--- src/qnio_pkg.sv ---
// Package with register map, fields and the port one reset value of the nibble ports
package qnio_pkg;
    localparam logic [7:0] ADDR_PORT1 = 8'h00;
    localparam logic [7:0] ADDR_PORT2 = 8'h04;
    localparam logic [7:0] ADDR_PORT3 = 8'h08;
    localparam logic [7:0] ADDR_BITOP = 8'h0C;
    localparam logic [7:0] ADDR_TEST = 8'h10;
    localparam logic [7:0] ADDR_STBY = 8'h14;
    // Decoded register codes
    localparam logic [2:0] DEC_PORT1 = 3'h0;
    localparam logic [2:0] DEC_PORT2 = 3'h1;
    localparam logic [2:0] DEC_PORT3 = 3'h2;
    localparam logic [2:0] DEC_BITOP = 3'h3;
    localparam logic [2:0] DEC_TEST = 3'h4;
    localparam logic [2:0] DEC_STBY = 3'h5;
    localparam logic [2:0] DEC_NONE = 3'h7;
    // Bit select field: [1:0] bit, [3:2] port; set flag at 4; level at 4
    localparam int SEL_LSB = 0;
    localparam int SEL_MSB = 3;
    localparam int SET_POS = 4;
    localparam int LEVEL_POS = 4;
    localparam int HALT_POS = 0;
    localparam int WAKE_POS = 3;
    localparam logic [3:0] PORT1_RESET = 4'hF;
    localparam logic [1:0] RESP_OKAY = 2'h0;
    localparam logic [1:0] RESP_SLVERR = 2'h2;
endpackage

--- src/qnio_ports.sv ---
// Three nibble-wide general purpose ports with an AXI4-Lite register slave
// Notes on behaviour
// - Port read returns all four pins of the chosen port as one nibble.
// - Port write loads all four output latches of the chosen port at once.
// - Bit test reports the level of one chosen pin for branching.
// - Bit set or clear changes one latch and leaves the other three alone.
// - Pin three of port one also releases the halt standby mode.
// - Port two works like port one but has no standby role.
// - Each port one pin is open drain or pulled up, chosen per bit.
// - Port two drives high or low during reset, one choice for all pins.
`timescale 1ns/1ps
module qnio_ports #(
    parameter logic [3:0] P1_PULLUP = 4'h0,
    parameter logic [3:0] P2_PULLUP = 4'h0,
    parameter logic [3:0] P3_PULLUP = 4'h0,
    parameter logic P2_RESET_HIGH = 1'b1,
    parameter logic P3_RESET_HIGH = 1'b1
) (
    input wire logic aclk,
    input wire logic aresetn,
    input wire logic [7:0] s_axi_awaddr,
    input wire logic s_axi_awvalid,
    output logic s_axi_awready,
    input wire logic [31:0] s_axi_wdata,
    input wire logic [3:0] s_axi_wstrb,
    input wire logic s_axi_wvalid,
    output logic s_axi_wready,
    output logic [1:0] s_axi_bresp,
    output logic s_axi_bvalid,
    input wire logic s_axi_bready,
    input wire logic [7:0] s_axi_araddr,
    input wire logic s_axi_arvalid,
    output logic s_axi_arready,
    output logic [31:0] s_axi_rdata,
    output logic [1:0] s_axi_rresp,
    output logic s_axi_rvalid,
    input wire logic s_axi_rready,
    input wire logic [3:0] port_one_pins_in,
    output logic [3:0] port_one_pins_out,
    output logic [3:0] port_one_pins_oe_n,
    output logic [3:0] port_one_pullup_en,
    input wire logic [3:0] port_two_pins_in,
    output logic [3:0] port_two_pins_out,
    output logic [3:0] port_two_pins_oe_n,
    output logic [3:0] port_two_pullup_en,
    input wire logic [3:0] port_three_pins_in,
    output logic [3:0] port_three_pins_out,
    output logic [3:0] port_three_pins_oe_n,
    output logic [3:0] port_three_pullup_en,
    output logic standby
);
    localparam logic [11:0] LAT_RESET = {{4{P3_RESET_HIGH}}, {4{P2_RESET_HIGH}},
        qnio_pkg::PORT1_RESET};

    function automatic logic [2:0] qnio_dec(input logic [7:0] a);
        case (a)
            qnio_pkg::ADDR_PORT1: qnio_dec = qnio_pkg::DEC_PORT1;
            qnio_pkg::ADDR_PORT2: qnio_dec = qnio_pkg::DEC_PORT2;
            qnio_pkg::ADDR_PORT3: qnio_dec = qnio_pkg::DEC_PORT3;
            qnio_pkg::ADDR_BITOP: qnio_dec = qnio_pkg::DEC_BITOP;
            qnio_pkg::ADDR_TEST: qnio_dec = qnio_pkg::DEC_TEST;
            qnio_pkg::ADDR_STBY: qnio_dec = qnio_pkg::DEC_STBY;
            default: qnio_dec = qnio_pkg::DEC_NONE;
        endcase
    endfunction

    logic [11:0] sync1_r;
    logic [11:0] sync2_r;
    logic [11:0] lat_r;
    logic [11:0] lat_nxt;
    logic [7:0] awaddr_r;
    logic [31:0] wdata_r;
    logic aw_ok_r;
    logic w_ok_r;
    logic [3:0] test_sel_r;
    logic halt_r;
    logic halt_nxt;

    // Pin synchronisers
    always_ff @(posedge aclk) begin
        if (!aresetn) begin
            sync1_r <= 12'h000;
            sync2_r <= 12'h000;
        end else begin
            sync1_r <= {port_three_pins_in, port_two_pins_in, port_one_pins_in};
            sync2_r <= sync1_r;
        end
    end

    // Write channel decode
    wire wr_do = aw_ok_r && w_ok_r && !s_axi_bvalid;
    wire [2:0] wr_dec = qnio_dec(awaddr_r);
    wire [3:0] wr_sel = wdata_r[qnio_pkg::SEL_MSB:qnio_pkg::SEL_LSB];
    wire wr_set = wdata_r[qnio_pkg::SET_POS];
    wire [1:0] wr_port = wr_sel[3:2];
    wire bitop_ok = wr_port != 2'h3;
    wire [2:0] rd_dec = qnio_dec(s_axi_araddr);
    wire rd_take = s_axi_arvalid && s_axi_arready;
    wire [3:0] test_sel_use = (wr_do && wr_dec == qnio_pkg::DEC_TEST) ? wr_sel : test_sel_r;
    wire test_level = sync2_r[test_sel_r];
    wire wake_low = !sync2_r[qnio_pkg::WAKE_POS];

    // Latch update: nibble load or single bit set and clear
    always_comb begin
        lat_nxt = lat_r;
        if (wr_do) begin
            case (wr_dec)
                qnio_pkg::DEC_PORT1: lat_nxt[3:0] = wdata_r[3:0];
                qnio_pkg::DEC_PORT2: lat_nxt[7:4] = wdata_r[3:0];
                qnio_pkg::DEC_PORT3: lat_nxt[11:8] = wdata_r[3:0];
                qnio_pkg::DEC_BITOP: begin
                    if (bitop_ok) begin
                        lat_nxt[wr_sel] = wr_set;
                    end
                end
                default: lat_nxt = lat_r;
            endcase
        end
    end

    // Halt entered by software, left when pin three of port one goes low
    always_comb begin
        halt_nxt = halt_r;
        if (halt_r && wake_low) begin
            halt_nxt = 1'b0;
        end
        if (wr_do && wr_dec == qnio_pkg::DEC_STBY && wdata_r[qnio_pkg::HALT_POS]) begin
            halt_nxt = 1'b1;
        end
    end

    always_ff @(posedge aclk) begin
        if (!aresetn) begin
            lat_r <= LAT_RESET;
            halt_r <= 1'b0;
            test_sel_r <= 4'h0;
        end else begin
            lat_r <= lat_nxt;
            halt_r <= halt_nxt;
            test_sel_r <= test_sel_use;
        end
    end

    // Pin drivers: pull-down on when latch is low, else pin floats or is pulled up
    always_ff @(posedge aclk) begin
        if (!aresetn) begin
            port_one_pullup_en <= P1_PULLUP;
            port_two_pullup_en <= P2_PULLUP;
            port_three_pullup_en <= P3_PULLUP;
            port_one_pins_out <= 4'h0;
            port_two_pins_out <= 4'h0;
            port_three_pins_out <= 4'h0;
        end else begin
            port_one_pullup_en <= P1_PULLUP;
            port_two_pullup_en <= P2_PULLUP;
            port_three_pullup_en <= P3_PULLUP;
            port_one_pins_out <= 4'h0;
            port_two_pins_out <= 4'h0;
            port_three_pins_out <= 4'h0;
        end
    end
    assign port_one_pins_oe_n = lat_r[3:0];
    assign port_two_pins_oe_n = lat_r[7:4];
    assign port_three_pins_oe_n = lat_r[11:8];
    assign standby = halt_r;

    // AXI4-Lite write side
    always_ff @(posedge aclk) begin
        if (!aresetn) begin
            aw_ok_r <= 1'b0;
            w_ok_r <= 1'b0;
            awaddr_r <= 8'h00;
            wdata_r <= 32'h0000_0000;
            s_axi_awready <= 1'b1;
            s_axi_wready <= 1'b1;
            s_axi_bvalid <= 1'b0;
            s_axi_bresp <= qnio_pkg::RESP_OKAY;
        end else begin
            if (s_axi_awvalid && s_axi_awready) begin
                aw_ok_r <= 1'b1;
                awaddr_r <= s_axi_awaddr;
                s_axi_awready <= 1'b0;
            end
            if (s_axi_wvalid && s_axi_wready) begin
                w_ok_r <= 1'b1;
                wdata_r <= s_axi_wdata;
                s_axi_wready <= 1'b0;
            end
            if (wr_do) begin
                s_axi_bvalid <= 1'b1;
                s_axi_bresp <= (wr_dec == qnio_pkg::DEC_NONE) ? qnio_pkg::RESP_SLVERR
                    : qnio_pkg::RESP_OKAY;
            end
            if (s_axi_bvalid && s_axi_bready) begin
                s_axi_bvalid <= 1'b0;
                aw_ok_r <= 1'b0;
                w_ok_r <= 1'b0;
                s_axi_awready <= 1'b1;
                s_axi_wready <= 1'b1;
            end
        end
    end

    // AXI4-Lite read side
    always_ff @(posedge aclk) begin
        if (!aresetn) begin
            s_axi_arready <= 1'b1;
            s_axi_rvalid <= 1'b0;
            s_axi_rdata <= 32'h0000_0000;
            s_axi_rresp <= qnio_pkg::RESP_OKAY;
        end else if (rd_take) begin
            s_axi_arready <= 1'b0;
            s_axi_rvalid <= 1'b1;
            s_axi_rresp <= qnio_pkg::RESP_OKAY;
            s_axi_rdata <= 32'h0000_0000;
            case (rd_dec)
                qnio_pkg::DEC_PORT1: s_axi_rdata[3:0] <= sync2_r[3:0];
                qnio_pkg::DEC_PORT2: s_axi_rdata[3:0] <= sync2_r[7:4];
                qnio_pkg::DEC_PORT3: s_axi_rdata[3:0] <= sync2_r[11:8];
                qnio_pkg::DEC_BITOP: s_axi_rdata[11:0] <= lat_r;
                qnio_pkg::DEC_TEST: s_axi_rdata[4:0] <= {test_level, test_sel_r};
                qnio_pkg::DEC_STBY: s_axi_rdata[0] <= halt_r;
                default: s_axi_rresp <= qnio_pkg::RESP_SLVERR;
            endcase
        end else if (s_axi_rvalid && s_axi_rready) begin
            s_axi_rvalid <= 1'b0;
            s_axi_arready <= 1'b1;
        end
    end
endmodule // qnio_ports

--- config.mk ---
export PLATFORM = sky130hd
export DESIGN_NAME = qnio_ports
export DESIGN_NICKNAME = d
export VERILOG_FILES = /design/src/qnio_pkg.sv /design/src/qnio_ports.sv
export SDC_FILE = /design/constraint.sdc
export NUM_CORES = 1
export LEC_CHECK = 0
export ABC_CLOCK_PERIOD_IN_PS = 6600
export BUFFER_PORTS_ARGS = -buffer_cell sky130_fd_sc_hd__buf_4
export CELL_PAD_IN_SITES_DETAIL_PLACEMENT = 0
export CELL_PAD_IN_SITES_GLOBAL_PLACEMENT = 1
export CORE_AREA = 2 2 113 115
export DETAILED_ROUTE_END_ITERATION = 7
export DIE_AREA = 0 0 115 117
export PLACE_DENSITY = 0.75
export SKIP_LAST_GASP = 1
export SLEW_MARGIN = 20
export SYNTH_ARGS = -nofsm -noshare
export SYNTH_HDL_FRONTEND = slang
export SYNTH_SLANG_ARGS = --single-unit
--- constraint.sdc ---
create_clock -name aclk -period 6.6 [get_ports aclk]
set_clock_uncertainty 0.1 [all_clocks]
set_input_delay 0.33 -clock aclk [delete_from_list [all_inputs] [get_ports aclk]]
set_output_delay 0.33 -clock aclk [all_outputs]
set_load 0.02 [all_outputs]
==> results of run 1 <==
==> worst register-to-register path, delay by kind of cell, from the launching register on <==
family           cells  cell delay (ps)
AO/OA/AOI/OAI        2              430
flip-flops           1              310
AND/OR/NAND/NOR      3             1430
==> routing by layer <==
metal,global-route usage (%),up-vias,share of wire (%)
met4,5.542,0,1.3
met2,19.45,93,45
met3,2.935,12,5.2
li1,-,1488,-
met1,16.78,1359,48
met5,0,-,0
==> sequential cells by signal, summed over array words and instances, names as in the netlist, 4 cells and up <==
name and flops:
awaddr_r 8, lat_r 12, s_axi_rdata 12, sync1_r 12
sync2_r 12, test_sel_r 4, wdata_r 5
==> metrics by stage <==
stage	cell area (sq um)	worst slack (ps)
6_report	4318	3629
4_1_cts	4318	3682
5_1_grt	4318	3349
3_3_place_gp	4034	3440
2_1_floorplan	3764	4005
3_5_place_dp	4034	3334
==> final cells by class <==
cell class	count	area (sq um)	share of cell area, %
multi-input cells	305	1793	41.52
well taps	150	187.7	4.347
inverters	5	18.77	0.4347
clock buffers	9	225.2	5.216
repair buffers	71	533.0	12.34
flip-flops and latches	75	1501	34.77
clock inverters	7	58.81	1.362
==> cells in the mapped netlist, types with 2 or more instances <==
master,count
a22oi_1,14
and2_1,27
nor2_1,11
inv_1,5
nand4_1,3
a21boi_0,17
o311ai_0,2
a41oi_1,6
a21oi_1,18
mux4_2,3
nand3_1,23
nor2b_1,18
a31oi_1,7
dfxtp_1,75
buf_4,46
a32oi_1,3
nand2b_1,4
or4_4,2
nor4_1,3
o211ai_1,11
o21ai_0,29
nor3_1,4
nand2_1,30
and3b_1,3
buf_2,2
and3_1,2
clkbuf_1,21
nor4b_1,2
mux2i_1,4
==> worst paths after layout <==
path                        from  cells past startpoint  slack (ps)             end
max              s_axi_araddr[1]                      9        3630  s_axi_rdata[6]
max reg2reg          awaddr_r[1]                      5        4270        lat_r[1]
min          port_one_pins_in[0]                      2         100      sync1_r[0]
min reg2reg          sync1_r[11]                      1         330     sync2_r[11]
==> layout by cell type, fill, tap and decap left out, drive strengths merged, types with 3 or more instances in the layout <==
master,instances
a21oi,18
a31oi,7
inv,8
o211ai,11
nand2,30
nand3,23
nor4,4
nand2b,4
buf,71
nor2,11
o21ai,30
and2,28
conb,46
a22oi,14
clkbuf,9
a21boi,17
nor2b,18
nor3,4
a32oi,3
mux2i,4
dfxtp,75
a41oi,6
and3b,3
or4,3
mux4,3
nand4,3
==> logic make-up after synthesis <==
| kind of cell | Yosys count |
|---|---|
| multiplexers | 7 |
| buffers and inverters | 76 |
| flip-flops | 75 |
| other | 1 |
| adder cells (fa/ha/maj) | 1 |
| AND/OR/NAND/NOR | 139 |
| AO/OA/AOI/OAI | 112 |
==> power by group through the flow <==
stage,clock [W],sequential (W),combinational [W]
after floorplan,0,0.000491,0.0000987
after global placement,0,0.000496,0.000110
after detailed placement,0,0.000497,0.000111
after CTS,0.000478,0.000487,0.000112
after global routing,0.000499,0.000490,0.000124
final,0.000466,0.000486,0.000111
==> summary.md, run 1 <==
| Metric | Value |
|---|---|
| Critical Path RT | approximately 6800 ps |
| Simple-gate share of the synthesized area | 21.48% |
| CTS max path bufs | 2 |
| Fin util | 35.07% |
| Largest net degree at the start of global routing | 73 |
| GP Congestion | a little under 0.8 |
| Top cells by area in the synthesized netlist | dfxtp_1 (42%), buf_4 (9.6%), and2_1 (4.7%) |
| Final nets | about 540 |
| Final slew viol count | 0 |
| Setup crit start kind | input pin |
| Actual slew at the worst max-slew pin | between 700 and 800 ps |
| DRT antenna net count | 0 |
| Die X | between 100 and 150 microns |
| Ant. Diodes | 0 |
| Chip height | around 120 microns |
| Reg clk slew, reported paths | around 60 ps |
| Cells after Synth | 411 |
| Post-synth top area cell | dfxtp_1 |
| CTS Hold Bufs | 0 |
| Die Footprint | 13,460 sq um |
| Via count | slightly below 3,000 |
| Yosys reg bits | 75 |
| XOR/XNOR Fraction of Synth Area | 0% |
| Pleak | 1.723 nW |
| Total grt overflow | 0 |
| Clk_lat worst skew | 330 ps |
| Post-synthesis async set-or-reset flop share | 0% |
| Top-area cell type share of the netlist area | 41.77% |
| Syn Area/Cell | between 8 and 9 sq um |
| Crit-path max cell delay | 710 ps |
| Vias in the first global route | 2,707 |
| Area growth from synthesis to layout | 20.12% |
| Hold Vio Cnt, Final | 0 |
| Top delay family on crit path | simple AND/OR/NAND/NOR gates |
| Post-synthesis sequential area ratio | 41.77% |
| FMAX | approximately 0.34 GHz |
| Gr usage total | 12.56% |
| CP max FO | 7 |
| Outcome | complete, no violations |
| Root buf cell | clkbuf_16 |
| Int Power | 0.0007717 W |
| Synth Cell Area | between 3000 and 4000 sq um |
| Routed WL | 8.240 mm |
| Post-CTS Setup Inserts | 0 |
| Netlist cell types | 45 |
| Peak VDD IR | 98.23 uV |
| Final Non-Filler Cells | between 600 and 700 |
| Max cap viols | 0 |
| Setup TNS | 0 ps |
| H-Tree Depth | 3 |
| Worst path cell trace | buf_4, nor3_1, and2_0, nand2_1, ha_1, nor4bb_1, and3_1, a22oi_1, nor2b_1 |
| Detailed Routing Iterations Pass 1 | 5 |
| Final period util | 45.02% |
| Detailed Route Iter0 Violations | 128 |
| Post-layout min period | around 3000 ps |
| Nature of the critical path endpoint | flop |
| Clock sink count | 75 |
| First-pass GRT wire length | 13.31 mm |
| Initial Utilization | 29.20% |
| FILL cells | 1,291 |
| Slowest-stage cell, CP | nor4bb_1 |
| Post-synthesis compound-gate area fraction | 20.26% |
| Largest family of logic cells by synthesized area | simple AND/OR/NAND/NOR gates |
| Setup Crit Path Kind | input pin to flop |
| Pwr Density | 246.4 nW/um^2 |
| Switching Share | between 20% and 30% |
| TritonCTS clock tree | built |
| Via/cell ratio | 4.746 |
| DP HPWL | 6.069 mm |
| Sequential power share | 45.7% |
| WHS | 99.28 ps |
| Post-Synth Adder-Cell Area | 0.3481% |
| Crit path DAT | approximately 3100 ps |
| Ys flop type | dfxtp_1 |
| Unrepaired setup endpoints after global routing | false |
| I/O pin cnt | 149 |
| WP buf/inv | 1 |
| Num rows | 41 |
| Gate power share | 10.5% |
| Slew headroom | between 40 and 50% |
| Pwr Total | 0.001064 W |
| Avg WL per Cell | 13.25 microns |
| Cells after DPL | between 600 and 700 |
| Hold/Removal Path Class | input pin to flop |
| Layout cells sized above 1 | 19.92% |
| Antenna violations before repair | 0 |
| TritonCTS buffer count | 9 |
| Number of flops mapped to enable cells by yosys | 0 |
| Core Area | 12,310 sq um |
| Resized cells post-CTS | 0 |
| PortBufs | 71 |
| Net Sw Power | approximately 0.00029 W |
| Mux contribution to synthesized area | about 3.0% |
| Clock Power Share | 43.8% |
| Final Setup Violations | 0 |
| Yosys warnings | 0 |
| DRC violation count after routing | 0 |
No activity file was read; power rests on OpenSTA's default activity.
==> run 2: changes to the inputs <==
ABC_CLOCK_PERIOD_IN_PS = 2550   (was 6600)
PLACE_DENSITY = 0.78   (was 0.75)
clock period = 2.55 ns   (was 6.6 ns; I/O delays follow)
==> run 2 against run 1 <==
Effect of this change: die area is the same; final cell count grew 5.3%; worst hold slack got worse by 85 ps; combinational power rose to 2.9 times the previous value; sequential share of layout area down 2.7 points; non-clock buffer count rose by 33; largest power group is now the clock network; sequential power grew to 2.6 times the previous value; total power grew to 2.8 times the previous value; first-iteration DRC count grew 19%; final area grew 8.5%; wire length is 2.9% higher.
==> summary.md, run 2 (synthesized netlist as in run 1, its figures left out) <==
| Metric | Value |
|---|---|
| Clock sink count | between 70 and 80 |
| H-Tree Depth | 3 |
| CTS max path bufs | 2 |
| Pwr Density | around 640 nW/um^2 |
| FF-to-FF path depth | 5 |
| WHS | between 10 and 15 ps |
| Total grt overflow | 0 |
| Actual slew at the worst max-slew pin | 545.6 ps |
| Final Setup Violations | 0 |
| Hold/Removal Path Class | input pin to flop |
| Clk_lat worst skew | approximately 330 ps |
| Setup crit start kind | flop |
| Critical Path RT | ~2600 ps |
| Via/cell ratio | 4.762 |
| Reg clk slew, reported paths | 60 ps |
| Final Non-Filler Cells | 655 |
| Detailed Routing Iterations Pass 1 | 4 |
| Reg-to-reg slack, setup | 200 ps |
| Die Footprint | 13,460 sq um |
| Initial Utilization | 29.20% |
| Slew headroom | roughly 63% |
| DRT antenna net count | 0 |
| Crit path DAT | 2420 ps |
| Root buf cell | clkbuf_16 |
| DRC violation count after routing | 0 |
| Final slew viol count | 0 |
| Crit path from | awaddr_r[1] |
| Via count | 3,119 |
| Avg WL per Cell | about 13 microns |
| Reg2reg start | awaddr_r[1] |
| FMAX | ~0.43 GHz |
| Vias in the first global route | roughly 2,800 |
| DP HPWL | 6.181 mm |
| First-pass GRT wire length | about 13 mm |
| Antenna violations before repair | 0 |
| Commonest non-fill, non-tap cell in the layout | buf_4 |
| Resized cells post-CTS | 0 |
| Detailed Route Iter0 Violations | 152 |
| Max cap viols | 0 |
| Nature of the critical path endpoint | flop |
| Post-layout min period | 2345 ps |
| Final period util | around 90% |
| Setup TNS | 0 ps |
| Pleak | 1.900 nW |
| I/O pin cnt | between 100 and 150 |
| Final nets | 572 |
| GP Congestion | around 0.81 |
| Area growth from synthesis to layout | 30.32% |
| CP max FO | 8 |
| TritonCTS clock tree | built |
| Crit path capture | lat_r[6] |
| Core Area | 12,310 sq um |
| Setup Crit Path Kind | flop to flop |
| Ant. Diodes | 0 |
| Peak VDD IR | 254.8 uV |
| Chip height | 117 microns |
| Cells after DPL | 612 |
| Outcome | complete, no violations |
| Unrepaired setup endpoints after global routing | false |
| Most frequent cells in the layout | buf_4 (77), dfxtp_1 (75), conb_1 (46), nand2_1 (30), o21ai_0 (29) |
| Routed WL | about 8.5 mm |
| Worst flop-to-flop path endpoint | lat_r[6] |
| Layout cells sized above 1 | between 15 and 20% |
| Num rows | 41 |
| PortBufs | a little over 70 |
| Hold Vio Cnt, Final | 0 |
| TritonCTS buffer count | 9 |
| Gr usage total | 12.46% |
| Die X | 115 microns |
| FILL cells | 1,262 |
| Largest net degree at the start of global routing | 48 |
==> run 2: where the power goes <==
| part | total, W | internal, W | switching (W) | leakage, nW |
|---|---|---|---|---|
| clock network | 0.00140 | 0.000915 | 0.000483 | 0.167 |
| registers | 0.00126 | 0.00122 | 0.0000446 | 0.614 |
| logic | 0.000325 | 0.000139 | 0.000186 | 1.12 |
==> run 2: how the worst min path moves through the flow <==
stage	startpoint	endpoint	slack [ps]	cells past startpoint
finish	s_axi_awaddr[2]	awaddr_r[2]	10	3
global route	s_axi_awaddr[2]	awaddr_r[2]	60	3
global placement	port_two_pins_in[0]	sync1_r[4]	240	2
CTS	s_axi_awaddr[2]	awaddr_r[2]	6	3
detailed placement	port_one_pins_in[2]	sync1_r[2]	240	2
floorplan	port_one_pins_in[0]	sync1_r[0]	150	1
==> run 2: final cells by class <==
class	count	area, sq um	share of cell area, %
Clock inverter	5	82.58	1.763
Clock buffer	11	252.7	5.395
Sequential cell	75	1501	32.05
Inverter	5	18.77	0.4006
Timing Repair Buffer	104	848.3	18.11
Multi-Input combinational cell	305	1793	38.27
Tap cell	150	187.7	4.006
==> run 2: repair_timing <==
item,4_1_cts,5_1_grt
buffers inserted,0,0
hold buffers,27,0
endpoints found under the hold margin,28,0
==> run 2: metrics by stage <==
stage / area (sq um) / power (W) / utilization [%] / setup WS, ps
5_1_grt: 4684 / 0.003105 / 38.05 / 23.80
4_1_cts: 4684 / 0.003011 / 38.05 / 168.7
2_1_floorplan: 3764 / 0.001527 / - / 157.0
6_report: 4684 / 0.002983 / 38.05 / 204.9
3_3_place_gp: 4079 / 0.001570 / 33.13 / 215.9
3_5_place_dp: 4079 / 0.001577 / 33.13 / 78.39
==> run 2: critical path, cell delays in order, from the launching register on <==
cell      delay, ps
dfxtp_1         310
or4_4           560
nor4b_1         500
nand3_1         360
o21ai_0         220
o311ai_0        140
==> run 2: routing by layer <==
metal / track usage (%) / vias to the layer above / part of all wire, %
li1: - / 1556 / -
met1: 16.49 / 1444 / 48
met2: 20.08 / 108 / 45
met3: 2.626 / 11 / 5.3
met4: 4.739 / 0 / 1.4
met5: 0 / - / 0
